--- src/include/boost_fault_pkg.sv ---
// Shared constants and carrier types for the boost setpoint and fault registers.
// Assumes a single 125 MHz clock and a byte-wide register port.
package boost_fault_pkg;

   // ************************************************************
   // Timing
   // ************************************************************
   localparam int unsigned CLK_MHZ = 125;
   localparam int unsigned GOOD_DELAY_US = 2000;
   localparam int unsigned SWITCH_SS_MS = 250;
   localparam int unsigned GOOD_DELAY_CYC = GOOD_DELAY_US * CLK_MHZ;
   localparam int unsigned SWITCH_SS_CYC = SWITCH_SS_MS * 1000 * CLK_MHZ;
   localparam int GATE_CNT_W = 25;

   // ************************************************************
   // Register map
   // ************************************************************
   localparam logic [7:0] ADDR_SETPOINT = 8'h0c;
   localparam logic [7:0] ADDR_SUMMARY = 8'h0d;
   localparam logic [7:0] ADDR_OVERLOAD = 8'h0e;
   localparam logic [7:0] ADDR_GOOD = 8'h0f;
   localparam logic [7:0] ADDR_CLEAR = 8'h11;

   localparam logic [7:0] SETPOINT_RST = 8'h00;
   localparam logic [7:0] SUMMARY_RST = 8'h00;
   localparam logic [7:0] OVERLOAD_RST = 8'h00;
   localparam logic [7:0] GOOD_RST = 8'h11;
   localparam logic [7:0] CLEAR_RST = 8'h00;
   localparam logic [7:0] CLEAR_CMD = 8'h01;
   localparam logic [7:0] CLEAR_ARMED = 8'h00;
   localparam logic [7:0] BYTE_ZERO = 8'h00;

   localparam int LOCK_BIT = 7;
   localparam int CODE_MSB = 5;
   localparam logic [5:0] CODE_ZERO = 6'h00;

   // Summary fields
   localparam int SUM_CODE_HI = 7;
   localparam int SUM_CODE_LO = 6;
   localparam int SUM_GOOD = 5;
   localparam int SUM_OVL = 4;
   localparam int SUM_HOT = 3;
   localparam int SUM_IN_OC = 1;
   localparam int SUM_IN_OV = 0;

   localparam logic [1:0] BFLT_NONE = 2'h0;
   localparam logic [1:0] BFLT_OVERVOLT = 2'h1;
   localparam logic [1:0] BFLT_DIODE = 2'h2;
   localparam logic [1:0] BFLT_SINK = 2'h3;

   // Rail bit positions, shared by overload, good, enable and run vectors
   localparam int RAIL_BOOST = 7;
   localparam int RAIL_ADJ = 6;
   localparam int RAIL_SWITCH = 0;
   localparam logic [7:0] CORE_MASK = 8'h1c;
   localparam logic [7:0] DEFAULT_MASK = 8'h3c;
   localparam logic [7:0] SW_EN_MASK = 8'hc1;
   localparam logic [7:0] ISOLATE_MASK = 8'h81;

   // Boost target voltage in millivolts
   localparam logic [15:0] BOOST_CODE1_MV = 16'h30d4;
   localparam logic [15:0] BOOST_STEP_MV = 16'h0064;

   // ************************************************************
   // Carriers
   // ************************************************************
   typedef struct packed {
      logic [7:0] addr;
      logic [7:0] wdata;
      logic wr;
      logic rd;
   } reg_req_type;

   typedef struct packed {
      logic [7:0] rail_overload;
      logic [7:0] rail_good_fail;
      logic boost_overvolt;
      logic boost_diode_open;
      logic boost_sink_short;
      logic die_hot;
      logic input_overcurrent;
      logic input_overvoltage;
   } fault_event_type;

   typedef struct packed {
      logic [GATE_CNT_W-1:0] count;
      logic checking;
   } gate_state_type;

   typedef struct packed {
      logic [7:0] setpoint;
      logic [7:0] clear;
      logic [7:0] summary;
      logic [7:0] overload;
      logic [7:0] good;
      logic [7:0] trip;
      logic core_trip;
      logic power_on_q;
      logic [7:0] enable_q;
      logic [7:0] run;
      logic [7:0] restart;
      logic alert;
      logic [7:0] rdata;
      logic [15:0] target_mv;
   } top_state_type;

endpackage

--- src/rail_fault_gate.sv ---
// Per-rail fault gate: arms overload and output-good detection for one rail.
// Assumes all inputs synchronous to clk; delay counts start once soft-start is done.
module rail_fault_gate
   import boost_fault_pkg::*;
#(
   parameter int unsigned DELAY_CYCLES = GOOD_DELAY_CYC
) (
   input wire logic clk,
   input wire logic rst_b,
   input wire logic armed,
   input wire logic soft_start_done,
   input wire logic good_fail_raw,
   input wire logic overload_raw,
   output logic good_fault,
   output logic overload_fault
);

   localparam logic [GATE_CNT_W-1:0] LAST = GATE_CNT_W'(DELAY_CYCLES - 1);

   gate_state_type state_reg;
   gate_state_type state_next;

   always_comb begin
      state_next = state_reg;
      if (!(armed && soft_start_done)) begin
         state_next.count = '0;
         state_next.checking = 1'b0;
      end else if (!state_reg.checking) begin
         if (state_reg.count == LAST) begin
            state_next.checking = 1'b1;
         end else begin
            state_next.count = state_reg.count + 1'b1;
         end
      end
   end

   always_ff @(posedge clk or negedge rst_b) begin
      if (!rst_b) begin
         state_reg <= '0;
      end else begin
         state_reg <= state_next;
      end
   end

   // Output sag during soft-start is normal, so it is ignored until the delay ends
   assign good_fault = armed && state_reg.checking && good_fail_raw;
   assign overload_fault = armed && overload_raw;

endmodule

--- src/boost_setpoint_and_fault_regs.sv ---
// Boost setpoint with write-once lock, fault summary/overload/good registers,
// fault alert and fault recovery sequencing.
// Assumes fault events and enables arrive synchronous to clk from the analog side.
//
// Functional notes
// - Boost code 01h means 12.5 V, each step 100 mV; code 00h invalid.
// - First nonzero code write sets lock bit 7.
// - Locked: code writes ignored, reads still work; only reset clears lock.
// - Boost runs only with enable bit set and nonzero setpoint.
// - Enable low or zero setpoint: boost off, no alert.
// - Boost fault detection armed only with enable and valid setpoint.
// - Summary: code 7:6, good 5, overload 4, hot 3, in-OC 1, in-OV 0.
// - Boost code: 00 none, 01 overvoltage, 10 diode/feedback, 11 sink short.
// - Any rail output-good fault sets the good fault flag.
// - Good bits 4 and 0 read one after power-up (11h); faulty rail bit cleared.
// - Overload sets summary flag and that rail's overload bit.
// - Die-hot warning sets the hot flag.
// - Input overcurrent and overvoltage events set their flags.
// - Core rail fault: alert low, all rails off; good checks after +2 ms.
// - Core detection armed only when clear register is 00h and power-on high.
// - Power-on rise clears faults, releases alert, restarts default rails.
// - After reset, default rails start only while power-on is high.
// - Switch good, boost faults: alert low, only that rail turned off.
// - Host writes 01h then 00h to clear; faults clear and detection rearms.
// - Per-rail arming needs clear 00h, enable set, valid setpoint where needed.
// - Enable rising edge restarts rail, clears faults, releases alert.
// - Clear register at 11h; value 01h clears all fault registers.
module boost_setpoint_and_fault_regs
   import boost_fault_pkg::*;
#(
   parameter int unsigned GOOD_DELAY_CYCLES = GOOD_DELAY_CYC,
   parameter int unsigned SWITCH_DELAY_CYCLES = SWITCH_SS_CYC
) (
   input wire logic clk,
   input wire logic rst_b,
   input wire reg_req_type bus_req,
   output logic [7:0] bus_rdata,
   input wire logic default_rails_power_on,
   input wire logic [7:0] rail_enable,
   input wire logic adj_setpoint_valid,
   input wire logic boost_current_mode,
   input wire logic [7:0] soft_start_done,
   input wire fault_event_type fault_event,
   input wire logic fault_alert_n_in,
   output logic fault_alert_n_out,
   output logic fault_alert_oe_b,
   output logic [7:0] rail_run,
   output logic [7:0] rail_restart,
   output logic [15:0] boost_target_mv
);

   top_state_type state_reg;
   top_state_type state_next;

   logic clear_ok;
   logic [7:0] eff_en;
   logic [7:0] valid_sp;
   logic [7:0] armed;
   logic [7:0] rise;
   logic [7:0] good_ev;
   logic [7:0] ovl_ev;
   logic [7:0] ss_done;
   logic boost_valid;

   // ************************************************************
   // Arming and per-rail gates
   // ************************************************************
   assign boost_valid = state_reg.setpoint[CODE_MSB:0] != CODE_ZERO;
   assign clear_ok = state_reg.clear == CLEAR_ARMED;

   always_comb begin
      eff_en = (rail_enable & SW_EN_MASK) | (default_rails_power_on ? DEFAULT_MASK : BYTE_ZERO);
      valid_sp = 8'hff;
      valid_sp[RAIL_BOOST] = boost_valid;
      valid_sp[RAIL_ADJ] = adj_setpoint_valid;
      armed = clear_ok ? (eff_en & valid_sp) : BYTE_ZERO;
      rise = eff_en & ~state_reg.enable_q;
      ss_done = soft_start_done;
      // The switch output-good is judged only once its fixed soft-start window has ended; its overload is judged at once
      ss_done[RAIL_SWITCH] = 1'b1;
   end

   genvar gi;
   generate
      for (gi = 0; gi < 8; gi++) begin : g_rail
         rail_fault_gate #(
            .DELAY_CYCLES(gi == RAIL_SWITCH ? SWITCH_DELAY_CYCLES : GOOD_DELAY_CYCLES)
         ) u_gate (
            .clk(clk),
            .rst_b(rst_b),
            .armed(armed[gi]),
            .soft_start_done(ss_done[gi]),
            .good_fail_raw(fault_event.rail_good_fail[gi]),
            .overload_raw(fault_event.rail_overload[gi]),
            .good_fault(good_ev[gi]),
            .overload_fault(ovl_ev[gi])
         );
      end
   endgenerate

   // ************************************************************
   // Next state
   // ************************************************************
   always_comb begin
      logic clear_all;
      logic [1:0] bcode;
      logic [1:0] bnew;
      logic [7:0] sum;
      logic [7:0] iso_trip;
      clear_all = 1'b0;
      bcode = BFLT_NONE;
      bnew = BFLT_NONE;
      sum = BYTE_ZERO;
      iso_trip = BYTE_ZERO;
      state_next = state_reg;
      state_next.power_on_q = default_rails_power_on;
      state_next.enable_q = eff_en;
      state_next.rdata = BYTE_ZERO;

      // Register writes
      if (bus_req.wr) begin
         unique case (bus_req.addr)
            ADDR_SETPOINT: begin
               if (!state_reg.setpoint[LOCK_BIT]) begin
                  state_next.setpoint[CODE_MSB:0] = bus_req.wdata[CODE_MSB:0];
                  if (bus_req.wdata[CODE_MSB:0] != CODE_ZERO) begin
                     state_next.setpoint[LOCK_BIT] = 1'b1;
                  end
               end
            end
            ADDR_CLEAR: state_next.clear = bus_req.wdata;
            default: ;
         endcase
      end

      // Register reads: data stand one cycle after the strobe
      if (bus_req.rd) begin
         unique case (bus_req.addr)
            ADDR_SETPOINT: state_next.rdata = state_reg.setpoint;
            ADDR_SUMMARY: state_next.rdata = state_reg.summary;
            ADDR_OVERLOAD: state_next.rdata = state_reg.overload;
            ADDR_GOOD: state_next.rdata = state_reg.good;
            ADDR_CLEAR: state_next.rdata = state_reg.clear;
            default: state_next.rdata = BYTE_ZERO;
         endcase
      end

      // Clearing first, so that a same-cycle event still lands afterwards
      clear_all = (state_reg.clear == CLEAR_CMD) || (rise != BYTE_ZERO);
      if (clear_all) begin
         state_next.summary = SUMMARY_RST;
         state_next.overload = OVERLOAD_RST;
         state_next.good = GOOD_RST;
         state_next.trip = BYTE_ZERO;
      end
      if ((rise & DEFAULT_MASK) != BYTE_ZERO) begin
         state_next.core_trip = 1'b0;
      end
      state_next.trip = state_next.trip & ~rise;

      // Boost fault code, only while boost detection is armed
      if (armed[RAIL_BOOST]) begin
         if (fault_event.boost_sink_short && boost_current_mode) begin
            bnew = BFLT_SINK;
         end else if (fault_event.boost_diode_open) begin
            bnew = BFLT_DIODE;
         end else if (fault_event.boost_overvolt && boost_current_mode) begin
            bnew = BFLT_OVERVOLT;
         end
      end
      sum = state_next.summary;
      bcode = sum[SUM_CODE_HI:SUM_CODE_LO];
      // First fault wins; a later one does not overwrite the code
      if (bcode == BFLT_NONE) begin
         sum[SUM_CODE_HI:SUM_CODE_LO] = bnew;
      end
      if (good_ev != BYTE_ZERO) begin
         sum[SUM_GOOD] = 1'b1;
      end
      if (ovl_ev != BYTE_ZERO) begin
         sum[SUM_OVL] = 1'b1;
      end
      if (clear_ok && fault_event.die_hot) begin
         sum[SUM_HOT] = 1'b1;
      end
      if (clear_ok && fault_event.input_overcurrent) begin
         sum[SUM_IN_OC] = 1'b1;
      end
      if (clear_ok && fault_event.input_overvoltage) begin
         sum[SUM_IN_OV] = 1'b1;
      end
      state_next.summary = sum;
      state_next.overload = state_next.overload | ovl_ev;
      state_next.good = state_next.good & ~good_ev;

      // Fault shutdown
      if (((good_ev | ovl_ev) & CORE_MASK) != BYTE_ZERO) begin
         state_next.core_trip = 1'b1;
      end
      iso_trip = good_ev & ISOLATE_MASK;
      iso_trip[RAIL_BOOST] = bnew != BFLT_NONE;
      state_next.trip = state_next.trip | iso_trip;

      // Regulator drive; default rails follow power-on, so after reset they start while it is high
      state_next.run = state_next.core_trip ? BYTE_ZERO
                       : (eff_en & valid_sp & ~state_next.trip);
      state_next.restart = rise;
      state_next.alert = state_next.summary != SUMMARY_RST;
      state_next.target_mv = boost_valid
         ? 16'(BOOST_CODE1_MV - BOOST_STEP_MV
               + 16'({10'h000, state_reg.setpoint[CODE_MSB:0]}) * BOOST_STEP_MV)
         : 16'h0000;
   end

   always_ff @(posedge clk or negedge rst_b) begin
      if (!rst_b) begin
         state_reg.setpoint <= SETPOINT_RST;
         state_reg.clear <= CLEAR_RST;
         state_reg.summary <= SUMMARY_RST;
         state_reg.overload <= OVERLOAD_RST;
         state_reg.good <= GOOD_RST;
         state_reg.trip <= BYTE_ZERO;
         state_reg.core_trip <= 1'b0;
         state_reg.power_on_q <= 1'b0;
         state_reg.enable_q <= BYTE_ZERO;
         state_reg.run <= BYTE_ZERO;
         state_reg.restart <= BYTE_ZERO;
         state_reg.alert <= 1'b0;
         state_reg.rdata <= BYTE_ZERO;
         state_reg.target_mv <= 16'h0000;
      end else begin
         state_reg <= state_next;
      end
   end

   // ************************************************************
   // Outputs
   // ************************************************************
   assign bus_rdata = state_reg.rdata;
   // Open-drain alert: pin only ever pulled low, released otherwise
   assign fault_alert_n_out = 1'b0;
   assign fault_alert_oe_b = ~state_reg.alert;
   assign rail_run = state_reg.run;
   assign rail_restart = state_reg.restart;
   assign boost_target_mv = state_reg.target_mv;

   // ************************************************************
   // Assertions
   // ************************************************************
   property p_lock_sticky;
      @(posedge clk) disable iff (!rst_b)
      state_reg.setpoint[LOCK_BIT] |=> state_reg.setpoint[LOCK_BIT];
   endproperty
   a_lock_sticky: assert property (p_lock_sticky) else $error("lock bit fell");

   property p_lock_set;
      @(posedge clk) disable iff (!rst_b)
      (bus_req.wr && bus_req.addr == ADDR_SETPOINT && !state_reg.setpoint[LOCK_BIT]
       && bus_req.wdata[CODE_MSB:0] != CODE_ZERO)
      |=> state_reg.setpoint[LOCK_BIT]
          && state_reg.setpoint[CODE_MSB:0] == $past(bus_req.wdata[CODE_MSB:0]);
   endproperty
   a_lock_set: assert property (p_lock_set) else $error("first write did not lock");

   property p_locked_write;
      @(posedge clk) disable iff (!rst_b)
      (bus_req.wr && bus_req.addr == ADDR_SETPOINT && state_reg.setpoint[LOCK_BIT])
      |=> $stable(state_reg.setpoint);
   endproperty
   a_locked_write: assert property (p_locked_write) else $error("locked code changed");

   property p_boost_run;
      @(posedge clk) disable iff (!rst_b)
      rail_run[RAIL_BOOST] |-> $past(rail_enable[RAIL_BOOST]) && boost_valid;
   endproperty
   a_boost_run: assert property (p_boost_run) else $error("boost ran without enable");

   property p_alert_cause;
      @(posedge clk) disable iff (!rst_b)
      !fault_alert_oe_b |-> state_reg.summary != SUMMARY_RST;
   endproperty
   a_alert_cause: assert property (p_alert_cause) else $error("alert without fault");

   property p_clear_cmd;
      @(posedge clk) disable iff (!rst_b)
      (state_reg.clear == CLEAR_CMD) ##1 (state_reg.clear == CLEAR_CMD)
      |-> state_reg.summary == SUMMARY_RST && state_reg.overload == OVERLOAD_RST
          && state_reg.good == GOOD_RST && fault_alert_oe_b;
   endproperty
   a_clear_cmd: assert property (p_clear_cmd) else $error("clear did not clear");

   property p_core_trip;
      @(posedge clk) disable iff (!rst_b)
      ((good_ev | ovl_ev) & CORE_MASK) != BYTE_ZERO
      |=> rail_run == BYTE_ZERO && !fault_alert_oe_b;
   endproperty
   a_core_trip: assert property (p_core_trip) else $error("core fault left rails on");

   property p_power_on_rise;
      @(posedge clk) disable iff (!rst_b)
      $rose(default_rails_power_on) && fault_event == '0
      |=> (rail_restart & DEFAULT_MASK) == DEFAULT_MASK && fault_alert_oe_b
          && state_reg.good == GOOD_RST;
   endproperty
   a_power_on_rise: assert property (p_power_on_rise) else $error("no default restart");

   property p_read_back;
      @(posedge clk) disable iff (!rst_b)
      (bus_req.rd && bus_req.addr == ADDR_SUMMARY) |=> bus_rdata == $past(state_reg.summary);
   endproperty
   a_read_back: assert property (p_read_back) else $error("read data wrong");

   property p_target;
      @(posedge clk) disable iff (!rst_b)
      state_reg.setpoint[CODE_MSB:1] == 5'h00
      |=> boost_target_mv == ($past(state_reg.setpoint[0]) ? BOOST_CODE1_MV : 16'h0000);
   endproperty
   a_target: assert property (p_target) else $error("boost target wrong");

endmodule

--- config.mk ---
export PLATFORM = sky130hd
export DESIGN_NAME = boost_setpoint_and_fault_regs
export DESIGN_NICKNAME = d
export VERILOG_FILES = /design/src/include/boost_fault_pkg.sv /design/src/rail_fault_gate.sv /design/src/boost_setpoint_and_fault_regs.sv
export SDC_FILE = /design/constraint.sdc
export NUM_CORES = 1
export LEC_CHECK = 0
export BUFFER_PORTS_ARGS = -buffer_cell sky130_fd_sc_hd__buf_2
export CORE_ASPECT_RATIO = 0.8
export CORE_MARGIN = 1.5
export CORE_UTILIZATION = 47
export CTS_CLUSTER_DIAMETER = 150
export CTS_CLUSTER_SIZE = 30
export DETAILED_ROUTE_END_ITERATION = 10
export PLACE_DENSITY = 0.72
export SKIP_LAST_GASP = 1
export SLEW_MARGIN = 40
export SYNTH_ARGS = -nofsm -noshare
export SYNTH_HDL_FRONTEND = slang
export SYNTH_SLANG_ARGS = --single-unit
--- constraint.sdc ---
create_clock -name clk -period 6.3 [get_ports clk]
set_input_delay 1.26 -clock clk [delete_from_list [all_inputs] [get_ports clk]]
set_output_delay 1.26 -clock clk [all_outputs]
set_load 0.05 [all_outputs]
### Yosys cells after proc, flatten, opt, wreduce, memory -nomap -nowiden

Index checks and enable logic that the tools add are counted.
W data, S select, Z words.

* multipliers: 1
* bitwise operators: 15
* multiplexer cells: 53
* reduce and logical (&&, ||, !) cells: 59
* equal/unequal tests: 30
* $add $sub $neg: 9

Operators by type and width (number)
* $mux W26: 16
* $add A25 B1 Y25 const B: 8
* $mux W25: 8
* $eq A25 B18 Y1 const B: 7
* $reduce_bool A8 Y1: 6
* $and A8 B8 Y8: 5
* $pmux W8 S5: 1
* $logic_and A1 B1 Y1: 36
* $eq A8 B4 Y1 const B: 4
* $mux W32: 1
* $ne A2 B2 Y1 const B: 16
* $not A8 Y8: 4
* $eq A25 B25 Y1 const B: 1
* $mux W8: 3
* $reduce_and A2 Y1: 10
* $mux W1: 18
* $or A8 B8 Y8: 2
* $add A14 B13 Y15 const A: 1
* $mux W15: 1
* $reduce_bool A6 Y1: 2
* $mul A6 B5 Y11 const B: 1
* $eq A8 B1 Y1 const B: 1
* $eq A8 B5 Y1 const B: 1
* $logic_not A8 Y1: 1
* other kinds (9): 13

* register bits after elaboration: 304
* output and inout bits: 42

### Longest topological paths before layout

Gate-level depths: netlist (run 1).

* depth after elaboration: 11
* gate-level depth with buffers: 11
* mapped depth without buffers: 11

### Modules after synthesis

A second synthesis (run 1) with hierarchy kept.

* cell total of the unflattened synthesis: 1609
* area, all modules: 15612.5 um^2

By module, submodules not included
* rail_fault_gate at g_rail[1].u_gate ...: times used 7, sequential area each 650.6 um^2, cells an instance 156, area each 1422.6 um^2
* boost_setpoint_and_fault_regs: times used 1, sequential area each 2104.5 um^2, cells an instance 373, area each 4204.0 um^2
* rail_fault_gate at g_rail[0].u_gate: times used 1, sequential area each 650.6 um^2, cells an instance 144, area each 1450.1 um^2

### Least setup slack after synthesis (run 1)

No wires, ideal clock.

* path type: in2reg
* start point: input port bus_req[10] (netlist bit)
* end point: register state_reg[83] (netlist bit)
* setup time: 0.125 ns
* stages on the path: 7
* path slack: 3.190 ns
* arrival: 2.985 ns
* data required time: 6.175 ns
* cells stage by stage: clkbuf_1 nor2b_1 clkbuf_1 and4_1 clkbuf_1 nand2_1 mux2_2

* cells in the longest elaborated chain, start to end: 2

Ends and longest elaborated chain
* start: declaration: line boost_setpoint_and_fault_regs.sv:36 `input wire reg_req_type bus_req,`
* $eq A8 B5 Y1: line boost_setpoint_and_fault_regs.sv:122 `unique case (bus_req.addr)`
* $reduce_and A2 Y1 (no line)
* end signal: assignment: line boost_setpoint_and_fault_regs.sv:232 `state_reg <= state_next;`
* end: declaration: line boost_setpoint_and_fault_regs.sv:52 `top_state_type state_reg;`

No other way between the ends.
A chain may end at the register's enable or synchronous reset.

==> results of run 1 <==
-- how the worst min path moves through the flow --
stage	slack, ps	to	start	cells past startpoint
after floorplan	400	rail_restart[7]$_DFF_PN0_	state_reg[48]$_DFF_PN0_	1
after CTS	430	rail_restart[7]$_DFF_PN0_	state_reg[48]$_DFF_PN0_	1
after global routing	450	rail_restart[7]$_DFF_PN0_	state_reg[48]$_DFF_PN0_	1
after detailed placement	420	rail_restart[7]$_DFF_PN0_	state_reg[48]$_DFF_PN0_	1
after global placement	420	rail_restart[7]$_DFF_PN0_	state_reg[48]$_DFF_PN0_	1
final	430	rail_restart[7]$_DFF_PN0_	state_reg[48]$_DFF_PN0_	1
-- power breakdown --
part | switching, uW | leakage (uW) | internal (uW)
clock network | 531 | 0.000171 | 391
logic | 253 | 0.00256 | 98.7
registers | 29.5 | 0.00363 | 1740
total | 813 | 0.00635 | 2230
-- Yosys cell counts, drive strengths merged, types with 13 or more instances --
cell / number
dfrtp: 262
nand4: 54
nand3: 55
a21oi: 26
or3: 19
ha: 34
o21ai: 38
nor3: 26
mux2: 21
clkbuf: 32
nand2: 96
xnor2: 49
or4: 16
and3: 47
inv: 29
nor2b: 13
a22o: 16
buf: 45
nor4: 26
xor2: 101
nor2: 204
-- area by class of cell --
class                      count  area [um2]  area share, %
clock inverter                 1        8.76         0.0614
sequential                   264        6610           46.4
clock buffer                  19         348           2.44
multi-input combinational    968        6190           43.4
tap                          364         455           3.19
antenna                        2        5.00         0.0351
inverter                      29         109          0.763
timing repair buffer          94         531           3.72
-- per-stage QoR --
step / area [um2] / setup WS [ps]
finish: 14300 / 2940
global route: 14300 / 2710
CTS: 14200 / 2960
detailed placement: 13900 / 2800
global placement: 13800 / 2810
floorplan: 13300 / 3190
-- metal layers --
layer / routed length (um) / part of all wire [%] / vias up / global-route usage [%]
met5: 13 / 0.046 / - / 0
met4: 582 / 2.1 / 2 / 3.94
met3: 1380 / 4.9 / 33 / 3.12
met2: 12200 / 44 / 216 / 28.8
met1: 13900 / 49 / 4835 / 29.9
li1: - / - / 4683 / -
-- logic make-up after synthesis --
| logic type | count (synthesis) |
|---|---|
| AND/OR/NAND/NOR | 626 |
| flip-flops | 264 |
| XOR/XNOR | 150 |
| AO/OA/AOI/OAI | 124 |
| buffers and inverters | 106 |
| adder cells (fa/ha/maj) | 35 |
| multiplexers | 27 |
| other | 1 |
==> results.toml, run 1 <==
[outcome]
outcome = "finished clean"

[critical_path]
cp.required_ps = 6720
worstPathArrival_ps = 3780
cp_common_cell = "ha_1"
critPathTopFamily = "adder cells"
r2r-start = "state_reg[93]$_DFFE_PN0P_"
setup.worst_path.end = "boost_target_mv[12]$_DFF_PN0_"
critPathBufInv = 1
critPathKind = "reg -> reg"
cpPeakStageDelay_ps = 610
path_depth = 11
r2r-end = "boost_target_mv[12]$_DFF_PN0_"
worst_r2r_path_depth = 11
crit_chain = "inv_1 > ha_1 > ha_1 > ha_1 > ha_1 > o21ai_0 > or4b_2 > o2111ai_1 > nand4_1 > xor2_1 > nor2_1"
reg2reg_setup_slack_ps = 2940
end_kind = "flop"
slowest_stage = "or4b_2"
crit_start = "state_reg[93]$_DFFE_PN0P_"
path_max_fanout = 8
start_kind = "flop"

[yosys]
synth_area_leaders = "dfrtp_1, xor2_1, nor2_1"
synth_cell_types = 65
synth.area.mux_share_pct = 2.23
synth_compound_area_share_pct = 6.32
ys_ff_latch = 264
synth_top_family_by_area = "simple AND/OR/NAND/NOR gates"
synth-seq-area-share_pct = 49.7
avgSynthCellArea_um2 = 9.98
synth-edff-count = 0
postSynthCellCount = 1333
yosys_warnings = 0
netlist_area_mm2 = 0.0133
ys_async_sr_fraction_pct = 100
ys.flop_type = "dfrtp_1"
synth-adder-area-share_pct = 3.35
netlist.area_leader.share_pct = 49.3
synth-simple-area-share_pct = 24.2
synth_area_leader_cell = "dfrtp_1"
synth_xor_area_share_pct = 9.88

[place]
placedCellCount = 1719
portBuffers = 87
dpl.hpwl_um = 20100
gp_congestion = 0.831

[clocking]
ctsResizeCount = 0
cts_hold_buf = 0
cts_buffer_depth = 3
root_buffer = "clkbuf_16"
cts.clk_slew.worst_paths_ps = 120
cts_tree = "done"
clk_latency_ps = 500
cts_setup_buffers = 0
numClockSinks = 264
cts_buffers = 12
cts.htree.levels = 1

[route]
ant_nets = 0
dr.pass1.iters = 6
drc = 0
drtIter0Drc = 834
wire_per_inst_um = 16.1
vias = 9769
via_per_inst = 5.61
drt-total-wl_um = 28100

[sta]
fmax_mhz = 297
worstMarginPinSlew_ps = 806
worst_hold_slack_ps = 433
slew_violations = 0
hold_viol = 0
fin_skew_ps = 21.3
finalCriticalPeriod_ps = 3360
rsz0062_at_grt = "no"
setup_viol = 0
tns_ps = 0
min_period_over_period_pct = 53.4
slew-limit-headroom_pct = 45.8

[finish]
nets = 1466
final_cell_mix = "dfrtp_1, nor2_1, xor2_1"
largest_register_ffs = 182
instances_no_fill = 1741
nFillCells = 2480
area_delta_synth_final_pct = 7.19
drive_above_1_share_pct = 11.6
utilization_pct = 51.7
mostFrequentLayoutCell = "dfrtp_1"

[flow_run]
cap_violations = 0

[global_route]
gr-total-overflow = 0
track_usage_pct = 19.4
antenna_found_initial = 3
grt_max_degree = 126
grt_pass1_wl_um = 47100
grt_pass1_vias = 9283

[floorplan]
io_pins = 104
die_h_um = 153
initial_core_util_pct = 48.3
rows = 54
dieArea_mm2 = 0.0293
core-area_mm2 = 0.0276
dieWidth_um = 191

[power_and_ir_drop]
peakVddDrop_uv = 150
leakagePower_uw = 0.00635
total_power_uw = 3040
powerDensity_mw_per_mm2 = 213

[worst_hold_path]
hold_class = "reg -> reg"
(Power assumes the default switching activity.)
==> inputs of run 2 (changes only) <==
- clock period: 6.3 -> 3.3 ns (I/O delays scaled with it)
==> run 2 against run 1 <==
Compared with the run above: global-route usage hardly changed; sequential power rose by 90%; flip-flop and latch count stayed put; worst hold slack got worse by 310 ps; first-iteration DRC count decreased by 3.0%; count of clock-buffer cells in the layout down 4; register-to-register slack lost 2700 ps; largest cell class unchanged; largest power group unchanged; highest routed layer unchanged.
==> results.toml, run 2 (synthesis results as in run 1) <==
[outcome]
outcome = "finished clean"

[sta]
setup_viol = 0
tns_ps = 0
fmax_mhz = 322
rsz0062_at_grt = "no"
finalCriticalPeriod_ps = 3110
worst_hold_slack_ps = 120
hold_viol = 0
min_period_over_period_pct = 94.1
slew_violations = 0
slew-limit-headroom_pct = 43.1
fin_skew_ps = 21.3
worstMarginPinSlew_ps = 847

[place]
dpl.hpwl_um = 19900
portBuffers = 87
gp_congestion = 0.833

[clocking]
cts_buffers = 12
cts.htree.levels = 1
numClockSinks = 264
cts_tree = "done"
clk_latency_ps = 490
ctsResizeCount = 0
cts_hold_buf = 0
cts_buffer_depth = 3
cts_setup_buffers = 0
cts.clk_slew.worst_paths_ps = 120
root_buffer = "clkbuf_16"

[worst_hold_path]
hold_class = "in -> async"

[route]
ant_nets = 0
via_per_inst = 5.52
dr.pass1.iters = 5
drtIter0Drc = 809
drt-total-wl_um = 27700
wire_per_inst_um = 15.7
drc = 0
vias = 9698

[critical_path]
worstPathArrival_ps = 3480
path_depth = 10
crit_chain = "ha_1 > ha_1 > ha_1 > ha_1 > o21ai_0 > or4b_2 > o2111ai_2 > nand4_1 > xor2_1 > nor2_1"
path_max_fanout = 6
critPathBufInv = 0
slowest_stage = "or4b_2"
cpPeakStageDelay_ps = 630
critPathTopFamily = "adder cells"
start_kind = "flop"
cp_common_cell = "ha_1"
end_kind = "flop"
worst_r2r_path_depth = 10
critPathKind = "reg -> reg"
cp.required_ps = 3680

[power_and_ir_drop]
intPower_uw = 4250
switchingPower_uw = 1530
p_clk_share_pct = 29.8
switching_share_pct = 26.5
peakVddDrop_uv = 257
powerDensity_mw_per_mm2 = 403
leakagePower_uw = 0.00643
pwr-share-seq_pct = 58.4
p_comb_share_pct = 11.8

[global_route]
gr-total-overflow = 0
track_usage_pct = 19.4
antenna_found_initial = 5
grt_max_degree = 78
grt_pass1_vias = 9151
grt_pass1_wl_um = 46700

[floorplan]
initial_core_util_pct = 48.3
dieArea_mm2 = 0.0293
io_pins = 104
core-area_mm2 = 0.0276
die_h_um = 153
dieWidth_um = 191
rows = 54

[flow_run]
cap_violations = 0

[finish]
final_cell_mix = "dfrtp_1, nor2_1, xor2_1"
largest_register_ffs = 182
drive_above_1_share_pct = 12.5
mostFrequentLayoutCell = "dfrtp_1"
nets = 1483
area_delta_synth_final_pct = 7.85
-- run 2: cell types whose count changed in the layout (fill, tap and decap cells not counted), moves of 3 or more --
| cell | delta |
|---|---|
| nand2_1 | +3 |
| dfrtp_2 | +3 |
| dfrtp_1 | -3 |
| nand2_2 | -3 |
| buf_4 | +17 |
| clkbuf_1 | -4 |
-- run 2: layout make-up --
cell class                 instances  area [um2]
inverter                          29         109
timing repair buffer             111         651
antenna                            4        10.0
multi-input combinational        968        6170
sequential                       264        6610
clock buffer                      15         333
tap                              364         455
clock inverter                     1        8.76
fill                            2471       13200
-- run 2: power by group through the flow --
stage               clock [uW]  combinational (uW)  sequential (uW)
floorplan                    0                 472             3420
global placement             0                 678             3430
detailed placement           0                 685             3430
CTS                       1790                 687             3370
global route              1910                 753             3380
finish                    1720                 682             3370
-- run 2: worst paths after layout --
check                                          startpoint                       endpoint  slack (ps)
min in group clk                           rail_enable[7]        state_reg[48]$_DFF_PN0_         320
worst min register to register    state_reg[48]$_DFF_PN0_      rail_restart[7]$_DFF_PN0_         450
max in group asynchronous                           rst_b        state_reg[77]$_DFF_PN0_        2390
worst max-delay path            state_reg[94]$_DFFE_PN0P_  boost_target_mv[12]$_DFF_PN0_         190
worst max register to register  state_reg[94]$_DFFE_PN0P_  boost_target_mv[12]$_DFF_PN0_         190
worst min-delay path                                rst_b   boost_target_mv[6]$_DFF_PN0_         120
-- run 2: metrics by stage --
stage | instances | cell area (um2) | setup WS, ps | utilization (%) | total power [uW]
4_1_cts | 1752 | 14300 | 86.8 | 52.0 | 5840
2_1_floorplan | 1338 | 13300 | 262 | - | 3890
3_5_place_dp | 1736 | 14000 | 105 | 50.7 | 4120
3_3_place_gp | 1736 | 14000 | 103 | 50.7 | 4110
6_report | 1756 | 14300 | 194 | 52.0 | 5780
5_1_grt | 1756 | 14300 | 8.52 | 52.0 | 6040
-- run 2: worst reg2reg max path, cell delays in order (launching register included) --
cell       delay (ps)
dfrtp_2           470
ha_1              310
ha_1              300
ha_1              300
ha_1              340
o21ai_0           120
or4b_2            630
o2111ai_2         140
nand4_1           170
xor2_1            170
nor2_1             50
-- run 2: metal layers --
metal	share of wire, %	routed length, um	track usage [%]
met5	0.047	13	0
met4	1.7	471	4.28
met3	4.6	1280	2.43
met2	43	12000	28.5
met1	50	13900	30.3
==> inputs of run 3 (changes only) <==
- CTS_BUF_LIST: not set -> sky130_fd_sc_hd__clkbuf_8
- SLEW_MARGIN: 40 -> 20
==> run 3 against run 2 <==
Compared with the run above: clock power is 23% lower; die area stayed put; maximum frequency hardly changed; register-to-register slack hardly changed; global-route usage is 0.18 points lower; critical path type unchanged.
==> results.toml, run 3 (synthesis results as in run 1) <==
[outcome]
outcome = "finished clean"

[route]
dr.pass1.iters = 5
m1WireLength_um = 14100
drtIter0Drc = 753
via_per_inst = 5.50
drt-total-wl_um = 27500
drc = 0
dr_wl_met3_um = 1190
wire_per_inst_um = 15.7
ant_nets = 0
wl_met2_um = 11800
top_layer = "met5"
vias = 9672

[floorplan]
core-area_mm2 = 0.0276
dieArea_mm2 = 0.0293
die_h_um = 153
rows = 54
io_pins = 104
initial_core_util_pct = 48.3
dieWidth_um = 191

[place]
portBuffers = 87
gp_congestion = 0.833
dpl.hpwl_um = 19900
place_ws_ps = 105

[critical_path]
cp_common_cell = "ha_1"
cpPeakStageDelay_ps = 630
critPathKind = "reg -> reg"
path_max_fanout = 5
start_kind = "flop"
reg2reg_setup_slack_ps = 190
crit_chain = "ha_1 > ha_1 > ha_1 > ha_1 > o21ai_0 > or4b_2 > o2111ai_2 > nand4_1 > xor2_1 > nor2_1"
cp.required_ps = 3790
worstPathArrival_ps = 3600
slowest_stage = "or4b_2"
end_kind = "flop"

[clocking]
cts.htree.levels = 1
cts_buffers = 12
root_buffer = "clkbuf_8"
cts_buffer_depth = 3
cts_hold_buf = 0
cts.clk_slew.worst_paths_ps = 180
clk_latency_ps = 550
numClockSinks = 264
cts_tree = "done"

[power_and_ir_drop]
peakVddDrop_uv = 211
total_power_uw = 5380
powerDensity_mw_per_mm2 = 379
leakagePower_uw = 0.00637

[sta]
fmax_mhz = 322
finalCriticalPeriod_ps = 3110
hold_viol = 0
min_period_over_period_pct = 94.2
tns_ps = 0
setup_slack_ps = 193
slew-limit-headroom_pct = 42.3
worst_hold_slack_ps = 46.3
setup_viol = 0
worstMarginPinSlew_ps = 859
fin_skew_ps = 24.9
rsz0062_at_grt = "no"
slew_violations = 0

[finish]
nFillCells = 2493
largest_register_ffs = 182
mostFrequentLayoutCell = "dfrtp_1"
area_delta_synth_final_pct = 6.78
nets = 1484
utilization_pct = 51.5
final_cell_mix = "dfrtp_1, nor2_1, xor2_1"
drive_above_1_share_pct = 12.5

[global_route]
grt_pass1_wl_um = 46300
antenna_found_initial = 5
grt_max_degree = 78
grt_pass1_vias = 9079
gr-total-overflow = 0
track_usage_pct = 19.2

[flow_run]
cap_violations = 0

[worst_hold_path]
hold_class = "in -> async"
==> run 3: cell types whose count changed in the layout (fill, tap and decap cells not counted), moves of 2 or more <==
cell and change:
clkbuf_8 +13, nand2_1 +2, nand2_2 -2, clkbuf_16 -13, clkbuf_1 -2, inv_1 +2
==> run 3: metrics by stage <==
step,std cells,instance area (um2)
floorplan,1338,13300
finish,1757,14200
CTS,1752,14200
global placement,1736,14000
detailed placement,1736,14000
global route,1757,14200
==> run 3: critical path: cells and delay by family, from the launching register on <==
family                     cells  cell delay (ps)
xor gates and xnor gates       1              180
DFF                            1              480
adders and majority gates      4             1240
and+or+nand+nor                3              890
AOI/OAI and AO/OA              2              260
==> run 3: layout make-up <==
| class | instances | area [um2] | share of cell area (%) |
|---|---|---|---|
| Sequential cell | 264 | 6610 | 46.6 |
| Timing Repair Buffer | 112 | 658 | 4.63 |
| Inverter | 29 | 109 | 0.766 |
| Multi-Input combinational cell | 968 | 6160 | 43.4 |
| Tap cell | 364 | 455 | 3.21 |
| Clock buffer | 13 | 179 | 1.26 |
| Antenna cell | 4 | 10.0 | 0.0705 |
| Clock inverter | 3 | 16.3 | 0.115 |
==> run 3: final timing paths <==
check	startpoint	to	cells past startpoint
max in group asynchronous	rst_b	state_reg[77]$_DFF_PN0_	2
min in group clk	rail_enable[7]	state_reg[48]$_DFF_PN0_	1
setup / recovery	state_reg[94]$_DFFE_PN0P_	boost_target_mv[12]$_DFF_PN0_	10
setup reg to reg	state_reg[94]$_DFFE_PN0P_	boost_target_mv[12]$_DFF_PN0_	10
hold reg to reg	state_reg[48]$_DFF_PN0_	rail_restart[7]$_DFF_PN0_	1
hold / removal	rst_b	g_rail[2].u_gate.state_reg[19]$_DFFE_PN0P_	1
==> run 3: timing repair <==
item | CTS | global route
endpoints found under the setup margin | 0 | 2
hold endpoints to repair | 0 | 0
setup buffers | 0 | 1
resized for setup | 0 | 5
==> run 3: metal layers <==
layer | global-route usage, % | up-vias
met1 | 30.1 | 4744
met5 | 0 | -
met3 | 2.57 | 24
met2 | 28.1 | 190
li1 | - | 4712
met4 | 3.98 | 2
==> run 3: report_power, final <==
part	internal [uW]	switching, uW	leakage [uW]
registers	3320	55.6	0.00362
clock network	369	954	0.000108
logic	202	479	0.00264
